$ cat config.mk
export PLATFORM = sky130hd
export DESIGN_NAME = rcb_top
export DESIGN_NICKNAME = d
export VERILOG_FILES = /design/src/design/rcb_pkg.sv /design/src/design/rcb_top.sv /design/src/design/rcb_cause_flag.sv /design/src/design/rcb_brownout_arm.sv
export SDC_FILE = /design/constraint.sdc
export NUM_CORES = 1
export LEC_CHECK = 0
export BUFFER_PORTS_ARGS = -buffer_cell sky130_fd_sc_hd__buf_2
export CELL_PAD_IN_SITES_DETAIL_PLACEMENT = 1
export CELL_PAD_IN_SITES_GLOBAL_PLACEMENT = 2
export CORE_MARGIN = 3
export CORE_UTILIZATION = 25
export CTS_CLUSTER_SIZE = 8
export DETAILED_ROUTE_END_ITERATION = 10
export PLACE_DENSITY_LB_ADDON = 0.1
export SLEW_MARGIN = 0
export SYNTH_ARGS = -nofsm -noshare
export SYNTH_HDL_FRONTEND = slang
export SYNTH_HIERARCHICAL = 1
export SYNTH_SLANG_ARGS = --single-unit
$ cat constraint.sdc
create_clock -name pclk -period 2.3 [get_ports pclk]
set_input_delay 0.23 -clock pclk [delete_from_list [all_inputs] [get_ports pclk]]
set_output_delay 0.23 -clock pclk [all_outputs]
set_load 0.005 [all_outputs]
$ cat src/design/rcb_pkg.sv
/*
 * rcb_pkg: constants shared by the reset-cause and brown-out control block.
 * Assumes a 50 MHz pclk and 32-bit APB data with byte addresses.
 */
package rcb_pkg;

  // timing
  localparam int unsigned CLK_PERIOD_NS         = 20;
  localparam int unsigned BROWNOUT_WARMUP_NS    = 1000;
  localparam int unsigned BROWNOUT_WARMUP_CYC   =
    (BROWNOUT_WARMUP_NS + CLK_PERIOD_NS - 1) / CLK_PERIOD_NS;

  // register byte offsets
  localparam logic [7:0] OFS_CAUSE      = 8'h00;
  localparam logic [7:0] OFS_BROWNOUT   = 8'h04;
  localparam logic [7:0] OFS_IRQ_STATUS = 8'h08;
  localparam logic [7:0] OFS_IRQ_ENABLE = 8'h0C;
  localparam logic [7:0] OFS_IRQ_CLEAR  = 8'h10;

  // reset-cause register fields
  localparam int unsigned NUM_CAUSE         = 8;
  localparam int unsigned STACK_OVF_BIT     = 7;
  localparam int unsigned STACK_UNF_BIT     = 6;
  localparam int unsigned WDT_WINDOW_BIT    = 5;
  localparam int unsigned WDT_TIMEOUT_BIT   = 4;
  localparam int unsigned EXT_PIN_BIT       = 3;
  localparam int unsigned SW_INSTR_BIT      = 2;
  localparam int unsigned POWER_ON_BIT      = 1;
  localparam int unsigned BROWNOUT_RST_BIT  = 0;
  // value each flag takes after presetn (presetn is the power-on event)
  localparam logic [7:0]  CAUSE_RST_VAL     = 8'h3D;
  // value hardware writes into each flag when its cause occurs
  localparam logic [7:0]  CAUSE_HW_VAL      = 8'hC0;

  // brown-out control register fields
  localparam int unsigned BROWNOUT_SW_EN_BIT = 7;
  localparam int unsigned BROWNOUT_RDY_BIT   = 0;
  localparam logic        BROWNOUT_SW_EN_RST = 1'b1;
  localparam logic [1:0]  BROWNOUT_CFG_OFF   = 2'h0;
  localparam logic [1:0]  BROWNOUT_CFG_SW    = 2'h1;

  // interrupt registers
  localparam logic [7:0]  IRQ_ENABLE_RST     = 8'h00;

  typedef enum logic [1:0] {
    ARM_OFF,
    ARM_WARMING,
    ARM_READY
  } rcb_arm_e;

endpackage : rcb_pkg

$ cat src/design/rcb_top.sv
/*
 * rcb_top: reset-cause log and brown-out control with an APB slave,
 * cause-event interrupt status, enable and clear registers.
 * Assumes presetn is the power-on reset of this always-on logic, and that
 * the cause inputs are one-cycle pulses synchronous to pclk, raised by the
 * core and reset controller as each cause is detected.
 */
`timescale 1ns/1ps
// Contract
// RL1: a stack overflow sets bit 7 to one and firmware may clear it by writing zero.
// RL2: a stack underflow sets bit 6 to one and firmware may clear it by writing zero.
// RL3: a watchdog clear inside the closed window drives bit 5 to zero until firmware sets it.
// RL4: a watchdog time-out reset drives bit 4 to zero; one means none or firmware wrote one.
// RL5: an external pin reset drives bit 3 to zero, held until firmware writes one.
// RL6: the software reset instruction drives bit 2 to zero, held until firmware writes one.
// RL7: a power-on reset drives bit 1 to zero; one means none since firmware wrote one.
// RL8: a brown-out reset drives bit 0 to zero; one means none since firmware wrote one.
// RL9: firmware can write every cause flag to re-arm it for a later cause.
// RL10: the software enable switches brown-out reset only when the config field is 01.
// RL11: ready reads one only while the detector is active and armed after warm-up.
// RL12: bits 6 to 1 of the brown-out control register read zero and ignore writes.
// RL13: each cause updates only its own flag and leaves the others unchanged.
module rcb_top
  import rcb_pkg::*;
#(
  parameter int unsigned ADDR_W     = 8,
  parameter int unsigned WARMUP_CYC = BROWNOUT_WARMUP_CYC
) (
  input  wire logic              pclk,
  input  wire logic              presetn,
  input  wire logic              psel,
  input  wire logic              penable,
  input  wire logic              pwrite,
  input  wire logic [ADDR_W-1:0] paddr,
  input  wire logic [31:0]       pwdata,
  input  wire logic [3:0]        pstrb,
  output logic      [31:0]       prdata,
  output logic                   pready,
  output logic                   pslverr,
  input  wire logic              stack_overflow_evt,
  input  wire logic              stack_underflow_evt,
  input  wire logic              watchdog_window_evt,
  input  wire logic              watchdog_timeout_evt,
  input  wire logic              master_clear_pin_evt,
  input  wire logic              sw_reset_instr_evt,
  input  wire logic              power_on_evt,
  input  wire logic              brownout_evt,
  input  wire logic [1:0]        brownout_config_field,
  output logic                   brownout_enable,
  output logic                   irq
);

  generate
    if (ADDR_W < 5) begin : g_bad_addr
      $error("ADDR_W must be at least 5 to reach every register");
    end
  endgenerate

  logic [NUM_CAUSE-1:0] cause_evt;
  logic [NUM_CAUSE-1:0] cause_flags;
  logic                 apb_setup;
  logic                 apb_done;
  logic                 wr_lane0;
  logic                 hit_cause;
  logic                 hit_brownout;
  logic                 hit_irq_status;
  logic                 hit_irq_enable;
  logic                 hit_irq_clear;
  logic                 mapped;
  logic                 sw_en_r;
  logic                 brownout_ready;
  logic                 brownout_active;
  logic [NUM_CAUSE-1:0] irq_status_r;
  logic [NUM_CAUSE-1:0] irq_enable_r;
  logic [NUM_CAUSE-1:0] irq_clear;
  logic [31:0]          rd_nxt;
  logic                 pready_r;
  logic                 pslverr_r;
  logic [31:0]          prdata_r;
  logic                 brownout_enable_r;
  logic                 irq_r;

  assign cause_evt[STACK_OVF_BIT]    = stack_overflow_evt;
  assign cause_evt[STACK_UNF_BIT]    = stack_underflow_evt;
  assign cause_evt[WDT_WINDOW_BIT]   = watchdog_window_evt;
  assign cause_evt[WDT_TIMEOUT_BIT]  = watchdog_timeout_evt;
  assign cause_evt[EXT_PIN_BIT]      = master_clear_pin_evt;
  assign cause_evt[SW_INSTR_BIT]     = sw_reset_instr_evt;
  assign cause_evt[POWER_ON_BIT]     = power_on_evt;
  assign cause_evt[BROWNOUT_RST_BIT] = brownout_evt;

  // apb decode; upper address bits beyond the map make the access unmapped
  assign apb_setup      = psel && !penable;
  assign apb_done       = psel && penable && pready_r;
  assign wr_lane0       = apb_done && pwrite && pstrb[0];
  assign hit_cause      = (paddr == ADDR_W'(OFS_CAUSE));
  assign hit_brownout   = (paddr == ADDR_W'(OFS_BROWNOUT));
  assign hit_irq_status = (paddr == ADDR_W'(OFS_IRQ_STATUS));
  assign hit_irq_enable = (paddr == ADDR_W'(OFS_IRQ_ENABLE));
  assign hit_irq_clear  = (paddr == ADDR_W'(OFS_IRQ_CLEAR));
  assign mapped         = hit_cause || hit_brownout || hit_irq_status ||
                          hit_irq_enable || hit_irq_clear;

  // one flag per cause; each sees only its own event
  genvar gi;
  generate
    for (gi = 0; gi < NUM_CAUSE; gi++) begin : g_flag
      rcb_cause_flag #(
        .RST_VAL (CAUSE_RST_VAL[gi]),
        .HW_VAL  (CAUSE_HW_VAL[gi])                // see RL1 RL2 RL3 RL4 RL5 RL6 RL7 RL8
      ) u_flag (
        .clk       (pclk),
        .rst_n     (presetn),
        .cause_evt (cause_evt[gi]),               // see RL13
        .wr_en     (wr_lane0 && hit_cause),       // see RL9
        .wr_val    (pwdata[gi]),
        .flag_r    (cause_flags[gi])
      );
    end
  endgenerate

  // only bit 7 is stored; bits 6..1 have no storage at all
  always_ff @(posedge pclk or negedge presetn) begin
    if (!presetn) begin
      sw_en_r <= BROWNOUT_SW_EN_RST;
    end else if (wr_lane0 && hit_brownout) begin
      sw_en_r <= pwdata[BROWNOUT_SW_EN_BIT];  // see RL12
    end
  end

  // any config other than off or software-controlled keeps the detector on
  assign brownout_active = (brownout_config_field == BROWNOUT_CFG_SW) ? sw_en_r :
                           (brownout_config_field != BROWNOUT_CFG_OFF);  // see RL10

  always_ff @(posedge pclk or negedge presetn) begin
    if (!presetn) begin
      brownout_enable_r <= 1'b0;
    end else begin
      brownout_enable_r <= brownout_active;  // see RL10
    end
  end

  rcb_brownout_arm #(
    .WARMUP_CYC (WARMUP_CYC)
  ) u_arm (
    .clk     (pclk),
    .rst_n   (presetn),
    .active  (brownout_enable_r),
    .ready_r (brownout_ready)                  // see RL11
  );

  // interrupt status: event sets win over a clear in the same cycle
  assign irq_clear = (wr_lane0 && hit_irq_clear) ? pwdata[NUM_CAUSE-1:0] : '0;

  always_ff @(posedge pclk or negedge presetn) begin
    if (!presetn) begin
      irq_status_r <= '0;
    end else begin
      irq_status_r <= (irq_status_r & ~irq_clear) | cause_evt;
    end
  end

  always_ff @(posedge pclk or negedge presetn) begin
    if (!presetn) begin
      irq_enable_r <= IRQ_ENABLE_RST;
    end else if (wr_lane0 && hit_irq_enable) begin
      irq_enable_r <= pwdata[NUM_CAUSE-1:0];
    end
  end

  always_ff @(posedge pclk or negedge presetn) begin
    if (!presetn) begin
      irq_r <= 1'b0;
    end else begin
      irq_r <= |(irq_status_r & irq_enable_r);
    end
  end

  // read data is captured in the setup cycle so prdata leaves a flop
  always_comb begin
    rd_nxt = '0;
    if (hit_cause) begin
      rd_nxt[NUM_CAUSE-1:0] = cause_flags;
    end else if (hit_brownout) begin
      rd_nxt[BROWNOUT_SW_EN_BIT] = sw_en_r;
      rd_nxt[BROWNOUT_RDY_BIT]   = brownout_ready;   // see RL11
    end else if (hit_irq_status) begin
      rd_nxt[NUM_CAUSE-1:0] = irq_status_r;
    end else if (hit_irq_enable) begin
      rd_nxt[NUM_CAUSE-1:0] = irq_enable_r;
    end
  end

  always_ff @(posedge pclk or negedge presetn) begin
    if (!presetn) begin
      pready_r  <= 1'b0;
      pslverr_r <= 1'b0;
      prdata_r  <= '0;
    end else if (apb_setup) begin
      pready_r  <= 1'b1;
      pslverr_r <= !mapped;
      prdata_r  <= pwrite ? 32'h0000_0000 : rd_nxt;
    end else begin
      pready_r  <= 1'b0;
      pslverr_r <= 1'b0;
    end
  end

  assign prdata          = prdata_r;
  assign pready          = pready_r;
  assign pslverr         = pslverr_r;
  assign brownout_enable = brownout_enable_r;
  assign irq             = irq_r;
endmodule : rcb_top

$ cat src/design/rcb_cause_flag.sv
/*
 * rcb_cause_flag: one reset-cause flag, written by hardware on its cause
 * and by firmware otherwise.
 * Assumes event and write are synchronous single-cycle pulses on clk.
 */
`timescale 1ns/1ps
module rcb_cause_flag
  import rcb_pkg::*;
#(
  parameter logic RST_VAL = 1'b1,
  parameter logic HW_VAL  = 1'b0
) (
  input  wire logic clk,
  input  wire logic rst_n,
  input  wire logic cause_evt,
  input  wire logic wr_en,
  input  wire logic wr_val,
  output logic      flag_r
);

  // hardware wins over a firmware write in the same cycle so no cause is lost
  always_ff @(posedge clk or negedge rst_n) begin
    if (!rst_n) begin
      flag_r <= RST_VAL;
    end else if (cause_evt) begin
      flag_r <= HW_VAL;
    end else if (wr_en) begin
      flag_r <= wr_val;
    end
  end
endmodule : rcb_cause_flag

$ cat src/design/rcb_brownout_arm.sv
/*
 * rcb_brownout_arm: warm-up tracking of the brown-out detector.
 * Assumes active is a registered level on clk; ready follows after warm-up.
 */
`timescale 1ns/1ps
module rcb_brownout_arm
  import rcb_pkg::*;
#(
  parameter int unsigned WARMUP_CYC = BROWNOUT_WARMUP_CYC
) (
  input  wire logic clk,
  input  wire logic rst_n,
  input  wire logic active,
  output logic      ready_r
);

  localparam int unsigned CW = $clog2(WARMUP_CYC + 1);
  localparam logic [CW-1:0] LAST = CW'(WARMUP_CYC - 1);

  generate
    if (WARMUP_CYC < 1) begin : g_bad_warmup
      $error("WARMUP_CYC must be at least 1");
    end
  endgenerate

  rcb_arm_e        state_r;
  logic [CW-1:0]   cnt_r;

  always_ff @(posedge clk or negedge rst_n) begin
    if (!rst_n) begin
      state_r <= ARM_OFF;
    end else begin
      case (state_r)
        ARM_OFF:     state_r <= active ? ARM_WARMING : ARM_OFF;
        ARM_WARMING: begin
          if (!active) begin
            state_r <= ARM_OFF;
          end else if (cnt_r == LAST) begin
            state_r <= ARM_READY;
          end
        end
        ARM_READY:   state_r <= active ? ARM_READY : ARM_OFF;
        default:     state_r <= ARM_OFF;
      endcase
    end
  end

  always_ff @(posedge clk or negedge rst_n) begin
    if (!rst_n) begin
      cnt_r <= '0;
    end else if (state_r == ARM_WARMING && active) begin
      cnt_r <= cnt_r + CW'(1);
    end else begin
      cnt_r <= '0;
    end
  end

  // ready drops at the first edge that samples active low, one edge after the detector is switched off
  always_ff @(posedge clk or negedge rst_n) begin
    if (!rst_n) begin
      ready_r <= 1'b0;
    end else begin
      ready_r <= active && (state_r == ARM_READY ||
                            (state_r == ARM_WARMING && cnt_r == LAST));
    end
  end

endmodule : rcb_brownout_arm

# --- After elaboration in Yosys (flattened, before gate mapping) ---
# Index checks and enable logic that the tools add are counted.
op_classes:
  add_sub_neg: 1
  eq_ne: 9
  muxes: 33
  bitwise_logic: 4
  n_reduce_logical: 31
op_table:
  columns: ["operator", "n"]
  rows:
  - ["two-way mux 8 bit", 5]
  - ["two-way mux 1 bit", 22]
  - ["nonzero test 2 bit", 9]
  - ["bitwise AND 8 bit", 2]
  - ["== test 8 x 4 -> 1 bit (second input constant)", 2]
  - ["logical AND 1 bit", 12]
  - ["two-way mux 6 bit", 2]
  - ["== test 8 x 3 -> 1 bit (second input constant)", 1]
  - ["== test 8 x 5 -> 1 bit (second input constant)", 1]
  - ["zero test 8 bit", 1]
  - ["inverter 8 bit", 1]
  - ["OR 8 bit", 1]
  - ["OR reduction 8 bit", 1]
  - ["adder 6 x 1 -> 6 bit (second input constant)", 1]
  - ["== test 6 bit (second input constant)", 1]
  - ["two-way mux 2 bit", 3]
  - ["one-hot mux 2 bit (3 select lines)", 1]
  - ["logical OR 1 bit", 5]
  - ["== test 2 x 1 -> 1 bit (second input constant)", 2]
  - ["inequality test 3 bit (second input constant)", 1]
  - ["== test 2 bit (second input constant)", 1]
  - ["zero test 1 bit", 2]
  - ["zero test 2 bit", 1]
word_totals:
  ff_bits: 70
  out_inout_bits: 36
  elab_cells: 97

# --- Longest topological paths before layout ---
logic_depth:
  ltp_word: 9
  mapped_depth: 5

# --- Cells and area by module ---
# Netlist, hierarchy kept.
modules_own_cells:
  columns: ["module", "instances", "cells_each", "area_per_inst_um2"]
  rows:
  - ["rcb_top", 1, 153, 1616.6]
  - ["rcb_brownout_arm", 1, 44, 465.4]
  - ["rcb_cause_flag at g_flag[0].u_flag ...", 5, 3, 40.0]
  - ["rcb_cause_flag at g_flag[6].u_flag ...", 2, 3, 40.0]
  - ["rcb_cause_flag at g_flag[1].u_flag", 1, 3, 38.8]

# --- Worst setup path after synthesis ---
# Ideal clock, no wire load.
synth_timing:
  kind: "input to register"
  start: "in paddr[2]"
  end: "reg g_flag[6].u_flag.flag_r"
  arrival_ns: 2.484
  t_required_ns: 2.176
  path_slack_ns: -0.307
  stages: 5
  path_buffers: 1
  path_cell_list: "buf_1 -> or4_1 -> nor4_1 -> nor2b_1 -> a211o_1"
synth_between:
  elab_chain_cells: 3
synth_lines:
  columns: ["item", "line_no", "rtl"]
  rows:
  - ["from (decl)", "rcb_top.sv:34", "input wire logic [ADDR_W-1:0] paddr,"]
  - ["zero test 8 bit", "rcb_top.sv:96", "assign hit_cause = (paddr == ADDR_W'(OFS_CAUSE));"]
  - ["logical AND 1 bit", "rcb_top.sv:115", ".wr_en (wr_lane0 && hit_cause),"]
  - ["nonzero test 2 bit (no line)", null, null]
  - ["to (signal assigned)", "rcb_cause_flag.sv:28", "flag_r <= wr_val;"]
  - ["to (decl)", "rcb_cause_flag.sv:18", "output logic flag_r"]
# Every way passes these cells.
# A chain may end at the register's enable or synchronous reset.

# --- Worst setup path in the final report ---
layout_timing:
  start: "reg pready_r, in the netlist pready"
  end: "reg g_flag[7].u_flag.flag_r"
layout_between:
  elab_chain_cells: 5
layout_lines:
  columns: ["item", "line_no", "rtl"]
  rows:
  - ["from (decl)", "rcb_top.sv:77", "logic pready_r;"]
  - ["from (signal assigned)", "rcb_top.sv:196", "pready_r <= 1'b0;"]
  - ["from (signal assigned)", "rcb_top.sv:200", "pready_r <= 1'b1;"]
  - ["from (signal assigned)", "rcb_top.sv:204", "pready_r <= 1'b0;"]
  - ["logical AND 1 bit", "rcb_top.sv:94", "assign apb_done = psel && penable && pready_r;"]
  - ["logical AND 1 bit (2 in a row)", "rcb_top.sv:95", "assign wr_lane0 = apb_done && pwrite && pstrb[0];"]
  - ["logical AND 1 bit", "rcb_top.sv:115", null]
  - ["nonzero test 2 bit (no line)", null, null]
  - ["to (signal assigned)", "rcb_cause_flag.sv:28", null]
  - ["to (decl)", "rcb_cause_flag.sv:18", null]
# Every way passes these cells.

==> out/results.ini <==
[place]
place_ws_ns = 0.259
dp_hpwl_um = 4580
place_congestion = 0.693
portBuffers = 43

[sta]
slew_headroom_pct = 64.8
max_freq_mhz = 538
slew_viol_final = 0
post-route-period-util_pct = 80.7
setup_violations = 0
hold_ws_ns = 0.0629
period_minus_slack_ns = 1.86
hold_viol = 0
worstMarginPinSlew_ns = 0.523
rsz0062_at_grt = no
finalSetupTns_ns = 0
timing.final.ws_setup_ns = 0.443
finClkSkew_ns = 0.0132

[grt]
track_usage_pct = 11.5
grt-ovfl-total = 0
grt_pass1_wl_um = 9880
antenna_found_initial = 0
grt_max_degree = 22
grt_pass1_vias = 1863

[clock_tree]
cts_buffer_depth = 2
tritoncts = built
clk_latency_ns = 0.30
cts_buffers = 5
numClockSinks = 46
clk_pin_slew_worst_paths_ns = 0.10
root_buffer = clkbuf_8
h-tree-depth = 2

[detailed_routing]
postRouteAntennaNets = 0
drc = 0
avgRoutedWirePerCell_um = 14.6
vias = 1699
drt-vias-per-instance = 4.22
postRouteWirelength_um = 5870
drt-initial-drc-count = 52
first_pass_iters = 4

[power_and_ir_drop]
irDropWorstVdd_v = 0.000261
pwr-share-seq_pct = 50.8
power_frac_comb_pct = 13.4
powerDensity_nw_per_um2 = 601
switching_power_uw = 449
power_mw = 1.71
clock_power_share_pct = 35.9
power_leakage_nw = 1.28
internal_power_mw = 1.26
sw_frac_of_total_pct = 26.3

[synthesis]
synth_area_leaders = dfrtp_1, buf_4, dfstp_2
synth_cell_types = 39
ys_ff_latch = 46
yosysWarnings = 6
synth_seq_area_share_pct = 48.3
synth_top_cell_by_area = dfrtp_1
netlist.area_leader.share_pct = 41.7
synthCells = 221
syn-cell-area_um2 = 2400
synth.avg_cell_area_um2 = 10.9

[critical_path]
cp_max_fo = 5
slowest_stage = or4_1
cp.arrival_ns = 2.04
worst-setup-path-type = register to register
critPathMaxStageDelay_ns = 0.43
end_kind = register
setup.worst_path.start_class = register
required_ns = 2.49
cp_cell_sequence = nand3_1, or4_1, nor4_2, buf_4, nor2b_1, a211o_1

[cells_and_area]
diodes = 0
final_cell_mix = buf_2, dfrtp_1, conb_1
nets = 338
area_delta_synth_final_pct = 18.3
drive_above_1_share_pct = 31.4
final_common_cell = buf_2
fill_cells = 1096

[die]
die_h_um = 104
start_util_pct = 25.9
rows = 35
die_area_um2 = 10800
ios = 95
core-area_um2 = 9280
die_x_um = 104

[run]
drv_cap = 0

[hold_path]
hold_class = input pin to register

[outcome]
outcome = finished clean

==> what timing repair did <==
item	in CTS	in global routing
endpoints found under the setup margin	0	0
hold buffers	1	0
setup buffers	0	0
hold endpoints to repair	17	0
gates resized for setup	0	0
==> layer usage <==
layer / up-vias / GRT usage [%] / routed length (um) / share of wire [%]
li1: 834 / - / - / -
met4: 0 / 3.13 / 58 / 0.99
met3: 5 / 2.79 / 250 / 4.3
met2: 36 / 19.3 / 2870 / 49
met5: - / 0 / 0 / 0
met1: 824 / 14.6 / 2700 / 46
==> stage by stage <==
| step | instance area, um^2 | utilization (%) | instances |
|---|---|---|---|
| floorplan | 2490 | - | 244 |
| CTS | 2840 | 30.6 | 403 |
| finish | 2840 | 30.6 | 403 |
| global placement | 2720 | 29.3 | 394 |
| detailed placement | 2720 | 29.3 | 394 |
| global route | 2840 | 30.6 | 403 |
==> sequential cells by signal (all words and copies together), names as in the netlist, 2 cells and up <==
register              flops
g_flag.u_flag/flag_r      8
irq_enable_r              8
irq_status_r              8
prdata                    8
u_arm/cnt_r               6
u_arm/state_r             2
==> cell families (layout without fill, tap and decap cells) <==
family,count (synthesis),after routing,synth area share (%)
compound gates,35,35,9.54
buf+inv,41,71,10.5
fa+ha+maj,6,6,3.13
mux,25,25,13.5
other cells,1,24,0.156
xor+xnor,3,3,1.09
flops,46,46,48.3
simple gates,64,64,13.9
==> synthesized netlist by cell type <==
cell type and instances:
nand4b_1 2, ha_1 6, nand4_1 2, nand2_1 15, nor4b_1 2, nand3b_1 1
xnor2_1 1, o21a_1 1, and3b_1 1, mux2_4 8, dfrtp_1 40, nor2_1 20
buf_6 1, o31a_2 1, buf_1 2, nor2b_1 2, nor4_2 1, a21o_1 1
o21ai_0 10, mux2i_1 8, dfstp_2 6, mux2_2 7, nor4_1 3, or3_1 2
a22oi_1 10, a211o_1 2, nand3_1 8, a21oi_1 1, or4_1 1, clkbuf_1 2
a31oi_1 9, inv_1 12, mux4_2 2, conb_1 1, or4_4 2, nor3_1 1
nand2b_1 1, buf_4 24, xor2_1 2
==> worst max-delay path: cells and delay by family, from the launching register on <==
family,cells,cell delay [ns]
and+or+nand+nor,4,0.86
DFF,1,0.41
AOI/OAI and AO/OA,1,0.25
buffers and inverters,1,0.23
==> path summary, 6_finish.rpt <==
kind                                            to  cells after the start                from  slack, ns
hold reg to reg                          prdata[4]                      2           prdata[4]       0.48
hold / removal             g_flag[2].u_flag/flag_r                      2  sw_reset_instr_evt       0.06
setup / recovery           g_flag[7].u_flag/flag_r                      6              pready       0.44
setup reg to reg           g_flag[7].u_flag/flag_r                      6              pready       0.44
min in group asynchronous                   pready                      2             presetn       0.43
max in group asynchronous  g_flag[4].u_flag/flag_r                      3             presetn       1.19
==> power groups by stage <==
stage | Sequential (mW) | Clock, mW | Combinational (mW)
floorplan | 0.875 | 0 | 0.163
global placement | 0.884 | 0 | 0.230
detailed placement | 0.883 | 0 | 0.233
CTS | 0.868 | 0.645 | 0.236
global route | 0.872 | 0.676 | 0.268
finish | 0.866 | 0.612 | 0.228
==> cell type report <==
cell class	instances	area, um^2	area share (%)
Sequential cell	46	1160	40.8
Multi-Input combinational cell	157	1080	38.1
Timing Repair Buffer	51	278	9.78
Tap cell	129	161	5.68
Clock buffer	5	68.8	2.42
Clock inverter	3	45.0	1.59
Inverter	12	45.0	1.59
Note: power is estimated with default switching activity, not from simulation.
